`src/vtype_defs.svh`:
```
`ifndef VTYPE_DEFS_SVH
`define VTYPE_DEFS_SVH

// Implementation constants of the hart.
`define VT_XLEN 32
`define VT_WIDEST_ELEMENT_BITS 64
`define VT_WIDEST_ELEMENT_BITS_LOG 6
`define VT_VECTOR_REGISTER_BITS_LOG 7
`define VT_NARROWEST_ELEMENT_BITS_LOG 3
`define VT_CNT_W 17

// Field layout of the type register.
`define VT_VILL_BIT 31
`define VT_RSV_HI 30
`define VT_RSV_LO 8
`define VT_VMA_BIT 7
`define VT_VTA_BIT 6
`define VT_SEW_HI 5
`define VT_SEW_LO 3
`define VT_REGISTER_GROUP_MULTIPLIER_HI 2
`define VT_REGISTER_GROUP_MULTIPLIER_LO 0
`define VT_REGISTER_GROUP_MULTIPLIER_RSV 3'h4

// Register address, reset value and derived-count helpers.
`define VT_CSR_ADDR 12'hc21
`define VT_RESET_VAL 32'h80000000
`define VT_ONE_CNT 17'h00001
`define VT_EIGHT 8'h08
`define VT_ELEMS_AT_8 17'h00010
`define VT_MAX_CNT 17'h00080
`define VT_WIDEST_BITS 16'h0040
`define VT_STATE_RESET 9'h100
`define VT_STATE7_RESET 7'h18

`endif

```
`src/vtype_pkg.sv`:
```
package vtype_pkg;
    typedef logic [31:0] vtype_word_t;
    typedef logic signed [4:0] log2_t;

    typedef enum logic [2:0] {
        REGISTER_GROUP_MULTIPLIER_1 = 3'b000,
        REGISTER_GROUP_MULTIPLIER_2 = 3'b001,
        REGISTER_GROUP_MULTIPLIER_4 = 3'b010,
        REGISTER_GROUP_MULTIPLIER_8 = 3'b011,
        REGISTER_GROUP_MULTIPLIER_RSV = 3'b100,
        REGISTER_GROUP_MULTIPLIER_1_8 = 3'b101,
        REGISTER_GROUP_MULTIPLIER_1_4 = 3'b110,
        REGISTER_GROUP_MULTIPLIER_1_2 = 3'b111
    } register_group_multiplier_code_e;

    typedef enum logic [2:0] {
        SEW_8 = 3'b000,
        SEW_16 = 3'b001,
        SEW_32 = 3'b010,
        SEW_64 = 3'b011
    } sew_code_e;
endpackage : vtype_pkg

```
`src/vector_type_config_register.sv`:
```
`timescale 1ns/1ns
`include "vtype_defs.svh"

// Functional notes
// - Read-only; changes only on configuration instructions.
// - Fixed field positions: illegal, policies, width, multiplier.
// - Middle reserved bits must be zero.
// - Width codes 000-011 mean 8,16,32,64 bits.
// - Width codes with top bit set are reserved.
// - Register holds register-bits over width elements.
// - Multipliers 1, 2, 4, 8 are accepted.
// - Widest 32: also one half, one quarter.
// - Widest 64: half, quarter, eighth supported.
// - Multipliers down to narrowest over widest supported.
// - Fractional multiplier: widths up to multiplier times widest.
// - Multiplier below ratio is reserved, flagged illegal.
// - Unsupported combinations raise the illegal flag.
// - Widest 32 may store seven bits only.
// - Widening operands use double the multiplier.
// - Configuration may fuse with following instruction.
// - Multiplier code is signed exponent, 100 reserved.
// - Max elements is multiplier times register-bits over width.
// - Agnostic may keep or fill ones.

module vector_type_config_register
    import vtype_pkg::*;
(
    input wire logic clk, // Core clock
    input wire logic rst, // Asynchronous reset, active high
    input wire logic cfg_valid, // Configuration instruction retires this cycle
    input wire logic [31:0] cfg_vtype, // Type word requested by that instruction
    input wire logic csr_rd_en, // Register read strobe
    input wire logic csr_wr_en, // Register write attempt strobe
    input wire logic [11:0] csr_addr, // Register address
    output logic [31:0] csr_rd_data, // Read data
    output logic csr_rd_valid, // Read data valid pulse
    output logic csr_wr_denied, // Write attempt refused pulse
    output logic [31:0] vtype_value, // Current type word
    output logic illegal, // Illegal-configuration flag
    output logic tail_agnostic, // Tail policy
    output logic mask_agnostic, // Inactive-element policy
    output logic [7:0] sew_bits, // Selected element width in bits
    output logic [2:0] register_group_multiplier_code, // Group multiplier code
    output logic [16:0] elems_per_reg, // Elements per single register
    output logic [16:0] max_element_count, // Elements per instruction
    output logic [2:0] wide_register_group_multiplier_code, // Multiplier for double-width operands
    output logic wide_legal, // Double-width operands are supported
    output logic cfg_done // Update applied pulse
);
    logic req_legal;
    logic hit;
    logic vill_cur;
    logic vma_cur;
    logic vta_cur;
    logic [2:0] sew_cur;
    logic [2:0] register_group_multiplier_cur;
    logic vill_nxt;
    logic vma_nxt;
    logic vta_nxt;
    logic [2:0] sew_nxt;
    logic [2:0] register_group_multiplier_nxt;
    log2_t register_group_multiplier_exp_nxt;
    log2_t sew_log_nxt;
    log2_t cnt_log_nxt;
    log2_t per_log_nxt;

    vtype_legality u_legal (
        .req_vtype(cfg_vtype),
        .legal(req_legal)
    );

    assign hit = (csr_addr == `VT_CSR_ADDR);

    // An unsupported request leaves only the illegal flag set.
    always_comb begin
        if (cfg_valid) begin
            vill_nxt = !req_legal;
            vma_nxt = req_legal & cfg_vtype[`VT_VMA_BIT];
            vta_nxt = req_legal & cfg_vtype[`VT_VTA_BIT];
            sew_nxt = req_legal ? cfg_vtype[`VT_SEW_HI:`VT_SEW_LO] : '0;
            register_group_multiplier_nxt = req_legal ? cfg_vtype[`VT_REGISTER_GROUP_MULTIPLIER_HI:`VT_REGISTER_GROUP_MULTIPLIER_LO] : '0;
        end else begin
            vill_nxt = vill_cur;
            vma_nxt = vma_cur;
            vta_nxt = vta_cur;
            sew_nxt = sew_cur;
            register_group_multiplier_nxt = register_group_multiplier_cur;
        end
        register_group_multiplier_exp_nxt = log2_t'($signed(register_group_multiplier_nxt));
        sew_log_nxt = log2_t'(sew_nxt[1:0]) + log2_t'(`VT_NARROWEST_ELEMENT_BITS_LOG);
        per_log_nxt = log2_t'(`VT_VECTOR_REGISTER_BITS_LOG) - sew_log_nxt;
        cnt_log_nxt = per_log_nxt + register_group_multiplier_exp_nxt;
    end

    generate
        if (`VT_WIDEST_ELEMENT_BITS == 32) begin : g_compact
            // Seven bits of state; the unused 64-bit width code marks illegal.
            logic [6:0] st_r;
            always_ff @(posedge clk or posedge rst) begin
                if (rst) begin
                    st_r <= `VT_STATE7_RESET;
                end else begin
                    st_r <= {vma_nxt, vta_nxt, vill_nxt ? 2'b11 : sew_nxt[1:0], register_group_multiplier_nxt};
                end
            end
            assign vill_cur = (st_r[4:3] == 2'b11);
            assign vma_cur = st_r[6];
            assign vta_cur = st_r[5];
            assign sew_cur = vill_cur ? 3'h0 : {1'b0, st_r[4:3]};
            assign register_group_multiplier_cur = st_r[2:0];
        end else begin : g_full
            logic [8:0] st_r;
            always_ff @(posedge clk or posedge rst) begin
                if (rst) begin
                    st_r <= `VT_STATE_RESET;
                end else begin
                    st_r <= {vill_nxt, vma_nxt, vta_nxt, sew_nxt, register_group_multiplier_nxt};
                end
            end
            assign vill_cur = st_r[8];
            assign vma_cur = st_r[7];
            assign vta_cur = st_r[6];
            assign sew_cur = st_r[5:3];
            assign register_group_multiplier_cur = st_r[2:0];
        end
    endgenerate

    // Visible type word and decoded fields.
    always_ff @(posedge clk or posedge rst) begin
        if (rst) begin
            vtype_value <= `VT_RESET_VAL;
            illegal <= 1'b1;
            tail_agnostic <= 1'b0;
            mask_agnostic <= 1'b0;
            sew_bits <= '0;
            register_group_multiplier_code <= '0;
        end else begin
            vtype_value <= '0;
            vtype_value[`VT_VILL_BIT] <= vill_nxt;
            vtype_value[`VT_VMA_BIT] <= vma_nxt;
            vtype_value[`VT_VTA_BIT] <= vta_nxt;
            vtype_value[`VT_SEW_HI:`VT_SEW_LO] <= sew_nxt;
            vtype_value[`VT_REGISTER_GROUP_MULTIPLIER_HI:`VT_REGISTER_GROUP_MULTIPLIER_LO] <= register_group_multiplier_nxt;
            illegal <= vill_nxt;
            // The datapath treats agnostic sets as undisturbed, which is always allowed.
            tail_agnostic <= vta_nxt;
            mask_agnostic <= vma_nxt;
            sew_bits <= vill_nxt ? 8'h00 : (`VT_EIGHT << sew_nxt[1:0]);
            register_group_multiplier_code <= register_group_multiplier_nxt;
        end
    end

    // Element counts follow from the new fields in the same edge.
    always_ff @(posedge clk or posedge rst) begin
        if (rst) begin
            elems_per_reg <= '0;
            max_element_count <= '0;
        end else begin
            elems_per_reg <= vill_nxt ? '0 : (`VT_ONE_CNT << per_log_nxt[3:0]);
            max_element_count <= (vill_nxt || cnt_log_nxt < 0) ? '0 : (`VT_ONE_CNT << cnt_log_nxt[3:0]);
        end
    end

    // Double-width operands need twice the multiplier and fit under the widest width.
    always_ff @(posedge clk or posedge rst) begin
        if (rst) begin
            wide_register_group_multiplier_code <= '0;
            wide_legal <= 1'b0;
        end else begin
            wide_register_group_multiplier_code <= register_group_multiplier_nxt + 3'h1;
            wide_legal <= !vill_nxt && (register_group_multiplier_nxt != REGISTER_GROUP_MULTIPLIER_8)
                && (sew_log_nxt + log2_t'(1) <= log2_t'(`VT_WIDEST_ELEMENT_BITS_LOG));
        end
    end

    // Register port: readable, writes refused; a configuration may retire in the
    // same cycle as the following instruction, which sees the new value next cycle.
    always_ff @(posedge clk or posedge rst) begin
        if (rst) begin
            csr_rd_data <= '0;
            csr_rd_valid <= 1'b0;
            csr_wr_denied <= 1'b0;
            cfg_done <= 1'b0;
        end else begin
            csr_rd_valid <= csr_rd_en && hit;
            csr_rd_data <= (csr_rd_en && hit) ? vtype_value : '0;
            csr_wr_denied <= csr_wr_en && hit;
            cfg_done <= cfg_valid;
        end
    end
endmodule : vector_type_config_register

```
`src/vtype_legality.sv`:
```
`timescale 1ns/1ns
`include "vtype_defs.svh"

module vtype_legality
    import vtype_pkg::*;
(
    input wire logic [31:0] req_vtype, // Requested type word
    output logic legal // Combination is supported
);
    log2_t register_group_multiplier_exp;
    log2_t sew_log;
    log2_t frac_cap;
    logic rsv_ok;
    logic sew_ok;
    logic register_group_multiplier_ok;

    always_comb begin
        // The multiplier code is a signed power-of-two exponent.
        register_group_multiplier_exp = log2_t'($signed(req_vtype[`VT_REGISTER_GROUP_MULTIPLIER_HI:`VT_REGISTER_GROUP_MULTIPLIER_LO]));
        sew_log = log2_t'(req_vtype[`VT_SEW_LO+1:`VT_SEW_LO]) + log2_t'(`VT_NARROWEST_ELEMENT_BITS_LOG);
        frac_cap = (register_group_multiplier_exp < 0) ? log2_t'(`VT_WIDEST_ELEMENT_BITS_LOG) + register_group_multiplier_exp : log2_t'(`VT_WIDEST_ELEMENT_BITS_LOG);
        rsv_ok = (req_vtype[`VT_RSV_HI:`VT_RSV_LO] == '0);
        register_group_multiplier_ok = (req_vtype[`VT_REGISTER_GROUP_MULTIPLIER_HI:`VT_REGISTER_GROUP_MULTIPLIER_LO] != `VT_REGISTER_GROUP_MULTIPLIER_RSV)
            && (register_group_multiplier_exp >= log2_t'(`VT_NARROWEST_ELEMENT_BITS_LOG) - log2_t'(`VT_WIDEST_ELEMENT_BITS_LOG));
        // Widths from the narrowest up to the widest, or up to multiplier times widest for a fractional multiplier, are accepted.
        sew_ok = !req_vtype[`VT_SEW_HI] && (sew_log <= frac_cap);
        legal = rsv_ok && register_group_multiplier_ok && sew_ok;
    end
endmodule : vtype_legality

```
`config.mk`:
```
export PLATFORM = sky130hd
export DESIGN_NAME = vector_type_config_register
export DESIGN_NICKNAME = d
export VERILOG_FILES = /design/src/vtype_pkg.sv /design/src/vector_type_config_register.sv /design/src/vtype_legality.sv
export VERILOG_INCLUDE_DIRS = /design/src
export SDC_FILE = /design/constraint.sdc
export NUM_CORES = 1
export LEC_CHECK = 0
export ABC_AREA = 1
export BUFFER_PORTS_ARGS = -buffer_cell sky130_fd_sc_hd__buf_2
export CAP_MARGIN = 20
export CORE_ASPECT_RATIO = 1.2
export CORE_MARGIN = 2
export CORE_UTILIZATION = 44
export DETAILED_ROUTE_END_ITERATION = 7
export PLACE_DENSITY = 0.81
export SYNTH_ARGS = -nofsm -noshare
export SYNTH_HDL_FRONTEND = slang
export SYNTH_SLANG_ARGS = --single-unit
```
`constraint.sdc`:
```
create_clock -name clk -period 2.5 [get_ports clk]
set_input_delay 0.25 -clock clk [delete_from_list [all_inputs] [get_ports clk]]
set_output_delay 0.25 -clock clk [all_outputs]
set_load 0.03 [all_outputs]
```
==> results.cfg <==
[setup_path]
crit_buf_inv = 5
crit_slowest_cell = fa_2
worstSetupPathType = primary input to flip-flop
crit_path_start_kind = primary input
arrival_ns = 2.85
crit_fanout = 8
crit_family = adder cells
cp-end-kind = flip-flop
max_stage_delay_ns = 0.35
cp_cell_sequence = buf_8 -> inv_8 -> ha_4 -> inv_2 -> ha_4 -> nand2_2 -> o21ai_2 -> nand2_1 -> nand3_2 -> nand2_4 -> nand2_4 -> inv_4 -> ha_4 -> inv_2 -> fa_2 -> a21oi_2 -> o211ai_1 -> nor2_2 -> nand2_4 -> nor2_4
required_ns = 2.75

[timing]
tightest_slew_ns = 0.800
final.setup.worst_slack_ns = -0.103
rsz0062_at_grt = yes
max_freq_mhz = 384
finalSetupViolCount = 16
period_share_pct = 104
slew_headroom_pct = 46.6
fin_crit_ns = 2.60
hold_viol = 0
finalClockSkew_ns = 0.00590
drv_slew = 0

[place]
gp_congestion = 0.825
dpl_cell_area_sq_mm = 0.00342
place_inst = 524
dp_hpwl_um = 4570
port_buffers = 106

[layout]
fillers = 539
area_delta_synth_final_pct = 28.1
nets = 515
top_regs = max_element_count: 16 flops, csr_rd_data: 9 flops
top_register = max_element_count
diodes = 0
fin_area_sq_mm = 0.00361
largest_register_ff_count = 16
finalNonFillerCells = 534
drive_gt1_share_pct = 38.9

[detailed_routing]
wl_per_cell_um = 10.8
final_antenna_net_count = 0
via_count = 2210
viasPerCell = 4.14
wl_um = 5750
drc = 0
drt-initial-drc-count = 65
first_pass_iters = 4

[clock_tree]
cts_root_buffer = clkbuf_8
clkLatencyLatePin_ns = 0.31
path_clk_slew_ns = 0.09
cts_tree = built
cts_buffer_depth = 2
numCtsBuffers = 5
cts_sinks = 52
htreeDepth = 2

[synthesis]
yosysWarnings = 0
synth_seq_area_share_pct = 46.3
synth_cells = 323
ys_ff_latch = 52
avgSynthCellArea_sq_um = 8.72
ys_types = 26
synth_area_sq_mm = 0.00282

[status]
violations = negative setup slack
status = finished, violations left

[floorplanning]
initial_core_util_pct = 45.9
die_w_um = 77.0
core_area_sq_mm = 0.00613
die_area_sq_mm = 0.00706
rows = 31
die_y_um = 91.6
io_pins = 168

[global_route]
antenna_found_initial = 0
globalRoute.totalOverflow = 0
grt_pass1_vias = 2101
grt_pass1_wl_um = 9040
grt_usage_pct = 16.4
grt_max_degree = 41

[pwr]
p_sw_uw = 628
p_leak_uw = 0.00224
power_frac_comb_pct = 26.7
sw_frac_of_total_pct = 34.3
clkPwrFrac_pct = 25.6
p_int_uw = 1200
vdd_drop_max_uv = 237
seq_power_share_pct = 47.7
powerDensity_mw_per_mm2 = 508

[min_path]
min_path_type = primary input to async pin

[job]
maxCapViolCount = 0
[stage by stage]
stage	utilization, %	hold WS (ns)	worst slack (ns)	setup TNS (ns)	total power [uW]
floorplan	-	0.281	-0.171	-2.53	1300
global placement	55.9	0.436	-0.383	-5.91	1340
detailed placement	55.9	0.451	-0.477	-6.85	1350
CTS	58.1	0.105	-0.0842	-0.653	1840
global route	58.8	0.162	-0.278	-3.84	1930
finish	58.8	0.0892	-0.103	-1.28	1830
[cells in the final DEF (no fill, tap or decap), types with 3 or more instances in the layout]
cell type    n
conb_1      62
o21ai_0      3
buf_2      104
dfrtp_1     51
ha_4         4
clkbuf_8     5
ha_1        10
buf_4       20
inv_2        5
nand2_1     31
nand3_1     11
a21oi_1      4
nor2_2      10
inv_1       54
nand2_4      7
nor2_1      40
[cells in the mapped netlist]
master,count,share of area [%]
nor3_1,2,0.36
nand3_1,11,2.0
dfstp_2,1,0.93
and2_1,2,0.44
nand4_1,1,0.22
o211ai_1,1,0.27
a21oi_1,6,1.1
o21ai_1,1,0.18
dfrtp_1,51,45
inv_1,62,8.3
nor2_2,3,0.67
buf_4,68,18
nand2_4,2,0.80
ha_1,14,6.2
a31oi_1,1,0.22
nor2_4,1,0.40
nand3_2,1,0.36
fa_1,1,0.71
conb_1,1,0.13
nor3_2,1,0.36
nor2_1,48,6.4
o21ai_0,4,0.71
nand2_2,3,0.67
or2_2,1,0.22
nor4_1,2,0.44
nand2_1,34,4.5
[kinds of logic after synthesis]
| family | count (synthesis) | synth area share [%] |
|---|---|---|
| simple gates | 112 | 17.8 |
| buf+inv | 130 | 26.4 |
| other cells | 1 | 0.133 |
| flops | 52 | 46.3 |
| fa+ha+maj | 15 | 6.93 |
| compound gates | 13 | 2.44 |
[power by group through the flow]
stage | Clock (uW) | Sequential (uW) | Combinational [uW]
global route | 517 | 876 | 533
CTS | 490 | 874 | 471
finish | 469 | 874 | 489
global placement | 0 | 890 | 452
floorplan | 0 | 940 | 356
detailed placement | 0 | 891 | 463
[final timing paths]
kind | endpoint | slack (ns) | start | depth (start not counted)
worst max register to register | max_element_count[12]$_DFF_PP0_ | 0.17 | vtype_value[3]$_DFF_PP0_ | 13
worst min register to register | csr_rd_data[31]$_DFF_PP0_ | 0.51 | vtype_value[31]$_DFF_PP1_ | 2
min in group clk | csr_wr_denied$_DFF_PP0_ | 0.18 | csr_wr_en | 3
worst max-delay path | max_element_count[12]$_DFF_PP0_ | -0.10 | cfg_vtype[3] | 20
worst min-delay path | elems_per_reg[0]$_DFF_PP0_ | 0.09 | rst | 2
max in group asynchronous | vtype_value[5]$_DFFE_PP0P_ | 1.73 | rst | 3
[what timing repair did]
item | in CTS | in global routing
cloned | 0 | 0
setup endpoints to repair | 16 | 16
pin swaps | 13 | 7
setup buffers | 1 | 1
gates resized for setup | 9 | 12
hold buffers | 0 | 0
[cell type report]
| class | instances | area [sq um] | area share, % |
|---|---|---|---|
| inverter | 62 | 248 | 6.87 |
| tap | 82 | 103 | 2.85 |
| sequential | 52 | 1300 | 36.1 |
| clock inverter | 3 | 21.3 | 0.590 |
| timing repair buffer | 128 | 741 | 20.5 |
| clock buffer | 5 | 68.8 | 1.91 |
| multi-input combinational | 202 | 1120 | 31.1 |
[routing by layer]
| metal | vias to the layer above | global-route usage [%] | wire, um |
|---|---|---|---|
| met4 | 0 | 8.04 | 164 |
| met3 | 12 | 3.44 | 496 |
| li1 | 1084 | - | - |
| met2 | 116 | 33.7 | 3190 |
| met5 | - | 0 | 0 |
| met1 | 998 | 14.6 | 1900 |
No activity file was read; power rests on OpenSTA's default activity.
